`src/rtl/ceb_pkg.sv`:
```
// package of the error capture and bit-rate block: offsets, fields, resets
// assumes a 32-bit register port with byte addresses
package ceb_pkg;
    // ---------------------------------------------------------------
    // register offsets
    // ---------------------------------------------------------------
    localparam logic [7:0] CAPTURE_OFS = 8'h20;
    localparam logic [7:0] STATUS_OFS = 8'h40;
    localparam logic [7:0] CLEAR_OFS = 8'h44;
    localparam logic [7:0] ENABLE_OFS = 8'h48;
    localparam logic [7:0] TIMING_OFS = 8'h50;
    // ---------------------------------------------------------------
    // capture register fields
    // ---------------------------------------------------------------
    localparam int LONG_IDENT_MISMATCH_POS = 6;
    localparam int SHORT_IDENT_MISMATCH_POS = 5;
    localparam int STUFFING_VIOLATION_POS = 4;
    localparam int FIXED_FIELD_VIOLATION_POS = 3;
    localparam int CHECKSUM_MISMATCH_POS = 2;
    localparam int MISSING_ACKNOWLEDGE_POS = 1;
    localparam int READBACK_MISMATCH_POS = 0;
    localparam int EVENT_COUNT = 5;
    localparam logic [31:0] CAPTURE_RST = 32'h0000_0000;
    localparam logic [4:0] STATUS_RST = 5'h00;
    localparam logic [4:0] ENABLE_RST = 5'h00;
    // ---------------------------------------------------------------
    // timing register fields
    // ---------------------------------------------------------------
    localparam int PRE_SAMPLE_LSB = 6;
    localparam int PRE_SAMPLE_W = 5;
    localparam int POST_SAMPLE_LSB = 11;
    localparam int POST_SAMPLE_W = 4;
    localparam int DIVIDER_LSB = 16;
    localparam int DIVIDER_W = 8;
    localparam logic [31:0] TIMING_RST = 32'h0000_1100;
    localparam logic [31:0] TIMING_MASK = 32'h00FF_7FC0;
    // ---------------------------------------------------------------
    // frame checks
    // ---------------------------------------------------------------
    localparam logic [2:0] STUFF_LIMIT = 3'h6;
    localparam logic [14:0] CRC_POLY = 15'h4599;
endpackage : ceb_pkg

```
`src/rtl/ceb_bit_timer.sv`:
```
// bit timer: time quanta from the divider, sample point and bit end
// assumes settings held stable by software while the bus is in use
`timescale 1ns/10ps
`default_nettype none
module ceb_bit_timer #(
    parameter int DIV_W = 8,
    parameter int SEG1_W = 5,
    parameter int SEG2_W = 4
) (
    input wire logic core_clk,
    input wire logic rst,
    input wire logic [DIV_W-1:0] divider,
    input wire logic [SEG1_W-1:0] pre_sample_segment,
    input wire logic [SEG2_W-1:0] post_sample_segment,
    output logic sample_pulse,
    output logic bit_end_pulse
);
    localparam int TQ_W = SEG1_W + 2;
    if (DIV_W < 1 || SEG1_W < 2 || SEG2_W < 1 ||
        SEG2_W > SEG1_W) begin : g_bad_widths
        $error("ceb_bit_timer: unsupported widths");
    end
    logic [DIV_W-1:0] quant_reg, quant_next;
    logic [TQ_W-1:0] tq_reg, tq_next;
    logic sample_reg, sample_next;
    logic bit_end_reg, bit_end_next;
    logic [TQ_W-1:0] last_tq;
    logic [TQ_W-1:0] sample_tq;
    logic quant_end;
    // ---------------------------------------------------------------
    // quantum and segment counters
    // ---------------------------------------------------------------
    always_comb begin
        // bit = sync + (seg1+1) + (seg2+1) quanta, i.e. seg1+seg2+3
        last_tq = TQ_W'(pre_sample_segment) + TQ_W'(post_sample_segment)
            + TQ_W'(2); // RULE1
        // sample after sync plus seg1+1 quanta
        sample_tq = TQ_W'(pre_sample_segment) + TQ_W'(1); // RULE2
        quant_end = (quant_reg == divider); // RULE1
        quant_next = quant_end ? '0 : quant_reg + DIV_W'(1);
        tq_next = tq_reg;
        if (quant_end) begin
            tq_next = (tq_reg >= last_tq) ? '0 : tq_reg + TQ_W'(1);
        end
        sample_next = quant_end && (tq_reg == sample_tq); // RULE2
        bit_end_next = quant_end && (tq_reg >= last_tq);
    end
    always_ff @(posedge core_clk or posedge rst) begin
        if (rst) begin
            quant_reg <= '0;
            tq_reg <= '0;
            sample_reg <= 1'b0;
            bit_end_reg <= 1'b0;
        end else begin
            quant_reg <= quant_next;
            tq_reg <= tq_next;
            sample_reg <= sample_next;
            bit_end_reg <= bit_end_next;
        end
    end
    assign sample_pulse = sample_reg;
    assign bit_end_pulse = bit_end_reg;
endmodule : ceb_bit_timer
`default_nettype wire

```
`src/rtl/ceb_error_capture.sv`:
```
// error capture and bit-rate top: checks bus bits at the sample point and
// records protocol errors and identifier mismatch for software
// assumes the frame engine drives the field strobes on core_clk
//
// Function
// RULE1 - bit rate is clock over (divider+1) times (seg1+seg2+3).
// RULE2 - seg1+1 quanta lead from sync to sample, seg2+1 follow it.
// RULE3 - bit 6 shows whether the 18-bit identifier pattern mismatched.
// RULE4 - bit 5 shows whether the 11-bit identifier pattern mismatched.
// RULE5 - both identifier flags update only on a CRC error; writing 0 clears.
// RULE6 - bit 4 flags the sixth equal bit in a stuffed field.
// RULE7 - bit 3 flags an illegal bit in a fixed-form field.
// RULE8 - bit 2 flags a received CRC differing from the computed one.
// RULE9 - bit 1 flags a recessive acknowledge slot while sending.
// RULE10 - bit 0 flags a monitored bit differing from the sent bit.
// RULE11 - bits 31 to 7 of the capture register read zero, writes ignored.
//
// Design decision made here: strobed register access.
`timescale 1ns/10ps
`default_nettype none
module ceb_error_capture (
    input wire logic core_clk,
    input wire logic rst,
    input wire logic [7:0] reg_addr,
    input wire logic [31:0] reg_wdata,
    input wire logic reg_wr,
    input wire logic reg_rd,
    output logic [31:0] reg_rdata,
    output logic irq,
    input wire logic can_rx_pin,
    input wire logic tx_level,
    input wire logic transmitting,
    input wire logic frame_start,
    input wire logic stuffed_field,
    input wire logic fixed_field,
    input wire logic ack_slot,
    input wire logic bit_check_en,
    input wire logic crc_calc_en,
    input wire logic crc_recv_en,
    input wire logic crc_check,
    input wire logic id11_field,
    input wire logic id18_field,
    input wire logic [10:0] id11_pattern,
    input wire logic [17:0] id18_pattern,
    output logic sample_point,
    output logic bit_end,
    output logic rx_level
);
    // ---------------------------------------------------------------
    // helpers
    // ---------------------------------------------------------------
    function automatic logic [14:0] crc_step(input logic [14:0] crc,
                                             input logic din);
        logic [14:0] sh;
        sh = {crc[13:0], 1'b0};
        crc_step = (din ^ crc[14]) ? (sh ^ ceb_pkg::CRC_POLY) : sh;
    endfunction : crc_step

    function automatic logic hit(input logic [7:0] a, input logic [7:0] ofs);
        hit = (a == ofs);
    endfunction : hit

    // ---------------------------------------------------------------
    // pin synchroniser
    // ---------------------------------------------------------------
    logic [2:0] sync_reg, sync_next;
    logic rx_reg, rx_next;
    always_comb begin
        sync_next = {sync_reg[1:0], can_rx_pin};
        // a change counts once stages two and three agree
        rx_next = (sync_reg[1] == sync_reg[2]) ? sync_reg[2] : rx_reg;
    end
    always_ff @(posedge core_clk or posedge rst) begin
        if (rst) begin
            sync_reg <= 3'h7;
            rx_reg <= 1'b1;
        end else begin
            sync_reg <= sync_next;
            rx_reg <= rx_next;
        end
    end
    assign rx_level = rx_reg;

    // ---------------------------------------------------------------
    // bit timing
    // ---------------------------------------------------------------
    logic [31:0] timing_reg, timing_next;
    logic sample_pulse;
    ceb_bit_timer #(
        .DIV_W(ceb_pkg::DIVIDER_W),
        .SEG1_W(ceb_pkg::PRE_SAMPLE_W),
        .SEG2_W(ceb_pkg::POST_SAMPLE_W)
    ) u_timer (
        .core_clk(core_clk),
        .rst(rst),
        .divider(timing_reg[ceb_pkg::DIVIDER_LSB +: ceb_pkg::DIVIDER_W]),
        .pre_sample_segment(
            timing_reg[ceb_pkg::PRE_SAMPLE_LSB +: ceb_pkg::PRE_SAMPLE_W]),
        .post_sample_segment(
            timing_reg[ceb_pkg::POST_SAMPLE_LSB +: ceb_pkg::POST_SAMPLE_W]),
        .sample_pulse(sample_pulse),
        .bit_end_pulse(bit_end)
    );
    assign sample_point = sample_pulse;

    // ---------------------------------------------------------------
    // frame checks at the sample point
    // ---------------------------------------------------------------
    logic [2:0] stuff_cnt_reg, stuff_cnt_next;
    logic last_bit_reg, last_bit_next;
    logic [14:0] crc_calc_reg, crc_calc_next;
    logic [14:0] crc_rx_reg, crc_rx_next;
    logic [10:0] id11_rx_reg, id11_rx_next;
    logic [17:0] id18_rx_reg, id18_rx_next;
    logic [4:0] ev;
    logic [2:0] run_len;
    always_comb begin
        stuff_cnt_next = stuff_cnt_reg;
        last_bit_next = last_bit_reg;
        crc_calc_next = crc_calc_reg;
        crc_rx_next = crc_rx_reg;
        id11_rx_next = id11_rx_reg;
        id18_rx_next = id18_rx_reg;
        ev = 5'h00;
        run_len = (rx_reg == last_bit_reg) ? stuff_cnt_reg + 3'h1 : 3'h1;
        if (frame_start) begin
            stuff_cnt_next = 3'h0;
            crc_calc_next = 15'h0000;
            crc_rx_next = 15'h0000;
        end else if (sample_pulse) begin
            last_bit_next = rx_reg;
            if (stuffed_field) begin
                // restart the run after a violation so it is flagged once
                stuff_cnt_next = (run_len == ceb_pkg::STUFF_LIMIT) ?
                    3'h1 : run_len;
                ev[ceb_pkg::STUFFING_VIOLATION_POS] =
                    (run_len == ceb_pkg::STUFF_LIMIT); // RULE6
            end else begin
                stuff_cnt_next = 3'h0;
            end
            if (crc_calc_en) begin
                crc_calc_next = crc_step(crc_calc_reg, rx_reg); // RULE8
            end
            if (crc_recv_en) begin
                crc_rx_next = {crc_rx_reg[13:0], rx_reg};
            end
            if (id11_field) begin
                id11_rx_next = {id11_rx_reg[9:0], rx_reg};
            end
            if (id18_field) begin
                id18_rx_next = {id18_rx_reg[16:0], rx_reg};
            end
            // fixed-form fields are all recessive
            ev[ceb_pkg::FIXED_FIELD_VIOLATION_POS] =
                fixed_field && !rx_reg; // RULE7
            ev[ceb_pkg::CHECKSUM_MISMATCH_POS] =
                crc_check && (crc_calc_reg != crc_rx_reg); // RULE8
            ev[ceb_pkg::MISSING_ACKNOWLEDGE_POS] =
                transmitting && ack_slot && rx_reg; // RULE9
            // the ack slot is sent recessive and may read dominant
            ev[ceb_pkg::READBACK_MISMATCH_POS] = transmitting &&
                bit_check_en && !ack_slot && (rx_reg != tx_level); // RULE10
        end
    end
    always_ff @(posedge core_clk or posedge rst) begin
        if (rst) begin
            stuff_cnt_reg <= 3'h0;
            last_bit_reg <= 1'b1;
            crc_calc_reg <= 15'h0000;
            crc_rx_reg <= 15'h0000;
            id11_rx_reg <= 11'h000;
            id18_rx_reg <= 18'h00000;
        end else begin
            stuff_cnt_reg <= stuff_cnt_next;
            last_bit_reg <= last_bit_next;
            crc_calc_reg <= crc_calc_next;
            crc_rx_reg <= crc_rx_next;
            id11_rx_reg <= id11_rx_next;
            id18_rx_reg <= id18_rx_next;
        end
    end

    // ---------------------------------------------------------------
    // registers
    // ---------------------------------------------------------------
    logic [6:0] capture_reg, capture_next;
    logic [4:0] status_reg, status_next;
    logic [4:0] enable_reg, enable_next;
    logic [31:0] rdata_reg, rdata_next;
    logic crc_ev;
    logic cap_wr;
    always_comb begin
        crc_ev = ev[ceb_pkg::CHECKSUM_MISMATCH_POS];
        cap_wr = reg_wr && hit(reg_addr, ceb_pkg::CAPTURE_OFS);
        capture_next = capture_reg;
        // writing 0 clears a bit; upper bits are never stored
        if (cap_wr) begin
            capture_next = capture_reg & reg_wdata[6:0]; // RULE5 RULE11
        end
        // a new error replaces bits 4 to 0 of the record; set wins over a clear
        if (|ev) begin
            capture_next[4:0] = ev;
        end
        if (crc_ev) begin
            capture_next[ceb_pkg::LONG_IDENT_MISMATCH_POS] =
                (id18_rx_reg != id18_pattern); // RULE3 RULE5
            capture_next[ceb_pkg::SHORT_IDENT_MISMATCH_POS] =
                (id11_rx_reg != id11_pattern); // RULE4 RULE5
        end
        status_next = status_reg;
        if (reg_wr && hit(reg_addr, ceb_pkg::CLEAR_OFS)) begin
            status_next = status_reg & ~reg_wdata[4:0];
        end
        status_next = status_next | ev;
        enable_next = enable_reg;
        if (reg_wr && hit(reg_addr, ceb_pkg::ENABLE_OFS)) begin
            enable_next = reg_wdata[4:0];
        end
        timing_next = timing_reg;
        if (reg_wr && hit(reg_addr, ceb_pkg::TIMING_OFS)) begin
            timing_next = reg_wdata & ceb_pkg::TIMING_MASK;
        end
        rdata_next = 32'h0000_0000;
        if (reg_rd) begin
            unique case (reg_addr)
                ceb_pkg::CAPTURE_OFS: rdata_next = {25'h0, capture_reg};
                ceb_pkg::STATUS_OFS: rdata_next = {27'h0, status_reg};
                ceb_pkg::ENABLE_OFS: rdata_next = {27'h0, enable_reg};
                ceb_pkg::TIMING_OFS: rdata_next = timing_reg;
                default: rdata_next = 32'h0000_0000;
            endcase
        end
    end
    always_ff @(posedge core_clk or posedge rst) begin
        if (rst) begin
            capture_reg <= ceb_pkg::CAPTURE_RST[6:0];
            status_reg <= ceb_pkg::STATUS_RST;
            enable_reg <= ceb_pkg::ENABLE_RST;
            timing_reg <= ceb_pkg::TIMING_RST;
            rdata_reg <= 32'h0000_0000;
        end else begin
            capture_reg <= capture_next;
            status_reg <= status_next;
            enable_reg <= enable_next;
            timing_reg <= timing_next;
            rdata_reg <= rdata_next;
        end
    end
    assign reg_rdata = rdata_reg;
    assign irq = |(status_reg & enable_reg);
endmodule : ceb_error_capture
`default_nettype wire

```
`config.mk`:
```
export PLATFORM = sky130hd
export DESIGN_NAME = ceb_error_capture
export DESIGN_NICKNAME = d
export VERILOG_FILES = /design/src/rtl/ceb_pkg.sv /design/src/rtl/ceb_bit_timer.sv /design/src/rtl/ceb_error_capture.sv
export SDC_FILE = /design/constraint.sdc
export NUM_CORES = 1
export LEC_CHECK = 0
export BUFFER_PORTS_ARGS = -buffer_cell sky130_fd_sc_hd__buf_2
export CORE_ASPECT_RATIO = 0.9
export CORE_MARGIN = 2
export CORE_UTILIZATION = 50
export CTS_CLUSTER_DIAMETER = 40
export DETAILED_ROUTE_END_ITERATION = 8
export GPL_TIMING_DRIVEN = 0
export PLACE_DENSITY = 0.83
export SYNTH_ARGS = -nofsm -noshare
export SYNTH_HDL_FRONTEND = slang
export SYNTH_SLANG_ARGS = --single-unit
```
`constraint.sdc`:
```
create_clock -name core_clk -period 9.75 [get_ports core_clk]
set_input_delay 0.4875 -clock core_clk [delete_from_list [all_inputs] [get_ports core_clk]]
set_output_delay 0.4875 -clock core_clk [all_outputs]
set_load 0.005 [all_outputs]
```
Word-level counts from Yosys, hierarchy flattened:

Cells that the tools add are included.

* register bits after elaboration: 150
* bits in latches: 0
* memory bits (writable): 0
* memory bits (read-only): 0
* input bits: 86
* output and inout bits: 36
* word-level logic and storage cells: 97
* memories kept: 0

* $add $sub $neg: 6
* $mul: 0
* divide/modulo/power cells: 0
* $lt $le $gt $ge: 1
* equal/unequal tests: 14
* shifts and indexed selects: 0
* multiplexer cells: 23
* bitwise logic cells: 8
* reduce and logical (&&, ||, !) cells: 27

Operators by type and width (count)
* 15-bit 2-to-1 mux: 7
* 24-bit one-hot mux with 4 select lines: 1
* 8-bit by 7-bit equality test with 1-bit output, second input constant: 4
* 24-bit 2-to-1 mux: 1
* 5-bit 2-to-1 mux: 4
* 18-bit != test: 1
* 3-bit 2-to-1 mux: 5
* 15-bit != test: 1
* 7-bit 2-to-1 mux: 2
* 1-bit logical AND: 13
* 11-bit != test: 1
* 5-bit AND: 2
* 2-bit nonzero test: 5
* 5-bit OR reduction: 2
* 8-bit by 1-bit adder with 8-bit output, second input constant: 1
* 8-bit by 6-bit equality test with 1-bit output, second input constant: 1
* 8-bit equality test: 1
* 8-bit 2-to-1 mux: 1
* 7-bit by 1-bit adder with 7-bit output, second input constant: 1
* 7-bit by 2-bit adder with 7-bit output, second input constant: 1
* 7-bit AND: 1
* 7-bit equality test: 1
* 7-bit >= comparator: 1
* 7-bit inverter: 1
* other kinds (15): 20

Depth between registers and ports, before layout:

* word-level depth: 8
* depth in mapped cells: 13

Cells and area by module:

A second synthesis with hierarchy kept.

* cells, all modules: 617
* area total of the unflattened synthesis: 6860.3 um^2

Modules (own cells, without submodules)
* ceb_error_capture: instances 1, cells each 483, area an instance 5555.3 um^2, seq. area each 3111.7 um^2
* ceb_bit_timer: instances 1, cells each 134, area an instance 1305.0 um^2, seq. area each 425.4 um^2

Least setup slack after synthesis:

OpenSTA, ideal clock, no wires.

* path kind: register to register
* from: register timing_reg[6]
* to: register u_timer.bit_end_reg (netlist: u_timer.bit_end_pulse)
* setup time: 0.119 ns
* arrival: 2.944 ns
* data required time: 9.631 ns
* slack: 6.687 ns
* cell stages (with the launch flop): 13
* buffers on the path: 0
* period minus slack after synthesis: 3.063 ns
* path through: dfrtp_1 -> ha_1 -> inv_1 -> fa_1 -> xnor2_1 -> ha_1 -> and3_1 -> a211oi_1 -> ha_1 -> and3_1 -> a221oi_1 -> o21bai_1 -> and2_1

* word-level cells in the longest chain between the ends: 4

Ends and longest elaborated chain
* from (decl): line ceb_error_capture.sv:87 `logic [31:0] timing_reg, timing_next;`
* from (signal assigned): line ceb_error_capture.sv:239 `timing_reg <= ceb_pkg::TIMING_RST;`
* from (signal assigned): line ceb_error_capture.sv:245 `timing_reg <= timing_next;`
* 5-bit by 4-bit adder with 6-bit output: line ceb_bit_timer.sv:35 `last_tq = TQ_W'(pre_sample_segment) + TQ_W'(post_sample_segment)`
* 7-bit by 2-bit adder with 7-bit output: line ceb_bit_timer.sv:36 `+ TQ_W'(2);`
* 7-bit >= comparator: line ceb_bit_timer.sv:46 `bit_end_next = quant_end && (tq_reg >= last_tq);`
* 1-bit logical AND: line ceb_bit_timer.sv:46
* net u_timer.bit_end_next: line ceb_bit_timer.sv:26 `logic bit_end_reg, bit_end_next;`
* to (signal assigned): line ceb_bit_timer.sv:58 `bit_end_reg <= bit_end_next;`
* to (decl): line ceb_bit_timer.sv:26

The timed path passes the listed nets, and every way through them passes these cells.
A chain may end at the register's enable or synchronous reset.

Worst setup path in the final report:

Ends and elaborated chain as after synthesis.

==> impl_metrics.tcl <==
set metrics [dict create \
    ir_drop_uv 126 \
    grt_max_degree 74 \
    die_area_sq_mm 0.0149 \
    core_sq_mm 0.0135 \
    slew_headroom_pct 48.8 \
    hold_buffers 0 \
    worstSetupPathType "flip-flop to flip-flop" \
    r2r-start "timing_reg[6]" \
    port_buffers 102 \
    drc 0 \
    cap_viol_max_count 0 \
    worstPathRequired_ns 10.06 \
    largest_reg_flops 23 \
    power_density_mw_per_mm2 198 \
    ys_ff_latch 141 \
    ant_nets 0 \
    ys_seq_area_share_pct 50.9 \
    globalplace.congestion 0.808 \
    pwr-share-clk_pct 42.2 \
    nets 875 \
    yosysWarningCount 0 \
    multi_input_area_sq_mm 0.00323 \
    initial_utilization_pct 51.6 \
    fmax_mhz 284 \
    cp_max_fo 8 \
    synthArstFlopShare_pct 100 \
    hold_class "primary input to asynchronous set/reset pin" \
    overflow 0 \
    status "completed" \
    drv_slew 0 \
    hpwl_mm 10.7 \
    fp.dieH_um 116 \
    final-setup-viol-count 0 \
    grt_use_total_pct 21.4 \
    wire_per_inst_um 15.7 \
    cts.sinks 141 \
    synthesis.instances 642 \
    rr_worst_depth 12 \
    finClkSkew_ns 0.00638 \
    n_fill_cell 1088 \
    switching_power_mw 0.447 \
    worstSkewPairLatency_ns 0.42 \
    min_period_over_period_pct 36.1 \
    rrSetupSlack_ns 6.23 \
    grt_setup_unrepaired "no" \
    pwr-share-comb_pct 15.4 \
    wl_mm 15.0 \
    syn-cell-area_sq_mm 0.00695 \
    root_buffer "clkbuf_16" \
    htreeDepth 4 \
    die_x_um 128 \
    most-common-layout-cells "134 x dfrtp_1, 110 x buf_2, 90 x nand2_1" \
    numCtsBuffers 17 \
    antenna_found_initial 1 \
    num_vias 5094 \
    tns_ns 0 \
    drive_gt1_share_pct 28.4 \
    seqCellArea_sq_mm 0.00354 \
    r2r-end "u_timer.bit_end_pulse" \
    setup_slack_ns 6.23 \
    dp_cells 921 \
    layout_commonest_cell "dfrtp_1" \
    finalHoldViolCount 0 \
    arrival_ns 3.83 \
    clk_pin_slew_ns 0.06 \
    routed_via_density 5.34 \
    grt_pass1_vias 5171 \
    p_int_mw 1.21 \
    drt_iter0_drc 301 \
    synth_ff_type "dfrtp_1" \
    synth_edf_count 0 \
    area_growth_pct 20.6 \
    first_pass_iters 5 \
    syn_avg_cell_area_sq_um 10.8 \
    grt_pass1_wl_mm 24.6 \
    cts_tree "yes" \
    critPathCaptureType "flip-flop" \
    seqPwrFrac_pct 42.4 \
    fin_crit_ns 3.52 \
    start_kind "flip-flop" \
    tightest_slew_ns 0.762 \
    synth_cell_type_count 52 \
    cts_setup_buffers 0 \
    cts.path.max_buffers 2 \
    std_cell_rows 40 \
    swShare_pct 26.9 \
    ioPinCount 122 \
    finalCoreUtilization_pct 62.2 \
    final_cells 954 \
    pre_cts_ws_ns 6.22 \
    p_leak_nw 4.07 \
    cts_resized 0 \
    finalPower_mw 1.66 \
]
critical path: stages (launching register included):
cell and delay, ns:
dfrtp_1 0.49, ha_1 0.24, inv_1 0.06, fa_1 0.41, xnor2_1 0.17, ha_1 0.23, and3_1 0.17, a211oi_1 0.24
ha_1 0.28, and3_1 0.18, a221oi_1 0.44, o21bai_1 0.28, and2_1 0.23
cell type report:
class	instances	share of cell area [%]
timing repair buffer	103	6.42
multi-input combinational	468	38.5
tap	168	2.51
sequential	141	42.2
clock buffer	18	5.12
antenna	1	0.0299
inverter	12	0.597
clock inverter	14	2.58
buffer	29	2.00
synthesized netlist by cell type (all sizes together) (2+ instances only):
cell type / count / area, sq um
a211oi: 2 / 15.0
a21o: 4 / 30.0
a21oi: 42 / 210
a22oi: 7 / 52.6
a31oi: 2 / 18.8
and2: 20 / 125
and3: 8 / 50.1
buf: 20 / 134
clkbuf: 9 / 33.8
conb: 2 / 7.51
dfrtp: 134 / 3350
dfstp: 7 / 184
ha: 16 / 200
inv: 12 / 45.0
mux2: 51 / 593
mux2i: 2 / 20.0
nand2: 91 / 349
nand2b: 4 / 25.0
nand3: 17 / 90.1
nand3b: 3 / 22.5
nand4: 9 / 56.3
nor2: 28 / 108
nor2b: 5 / 31.3
nor3: 5 / 25.0
nor3b: 3 / 22.5
nor4: 10 / 77.6
nor4b: 2 / 47.6
o211ai: 4 / 30.0
o21ai: 26 / 130
o21bai: 2 / 15.0
o31ai: 4 / 30.0
or3: 2 / 17.5
xnor2: 46 / 403
xor2: 34 / 298
logic make-up (layout without fill, tap and decap cells):
kind of cell	after synthesis	in the layout	synth area share, %
simple gates	210	210	15.5
fa+ha+maj	18	18	3.31
flops	141	141	50.9
compound gates	97	97	8.16
buf+inv	41	176	3.06
xor+xnor	80	80	10.1
other cells	2	11	0.108
mux	53	53	8.83
worst max path at each step:
stage | startpoint | end | slack (ns) | cells past startpoint
after floorplan | rst | capture_reg[0] | 5.49 | 1
after CTS | timing_reg[6] | u_timer.bit_end_pulse | 6.21 | 12
after global routing | timing_reg[6] | u_timer.tq_reg[6] | 5.89 | 13
after detailed placement | timing_reg[6] | u_timer.tq_reg[6] | 6.22 | 12
final | timing_reg[6] | u_timer.bit_end_pulse | 6.23 | 12
after global placement | rst | timing_reg[7] | 3.98 | 2
layer usage:
metal  routed length [um]  global-route usage [%]  vias up
met4                  233                    9.38        0
met5                    0                       0        -
met3                  733                    4.57       20
met1                 6760                    28.0     2462
met2                 7240                    34.7      163
li1                     -                       -     2449
power by group through the flow:
stage	logic (mW)	clock network (mW)	registers (mW)
3_5_place_dp	0.254	0	0.711
6_report	0.255	0.700	0.704
4_1_cts	0.256	0.712	0.702
3_3_place_gp	0.241	0	0.709
2_1_floorplan	0.185	0	0.693
5_1_grt	0.291	0.740	0.712
stage by stage:
| stage | cell area, sq um | hold slack (ns) |
|---|---|---|
| CTS | 8380 | 0.156 |
| global route | 8380 | 0.153 |
| finish | 8380 | 0.151 |
| floorplan | 6980 | 0.345 |
| global placement | 7700 | 0.348 |
| detailed placement | 7730 | 0.348 |
(Power assumes the default switching activity.)
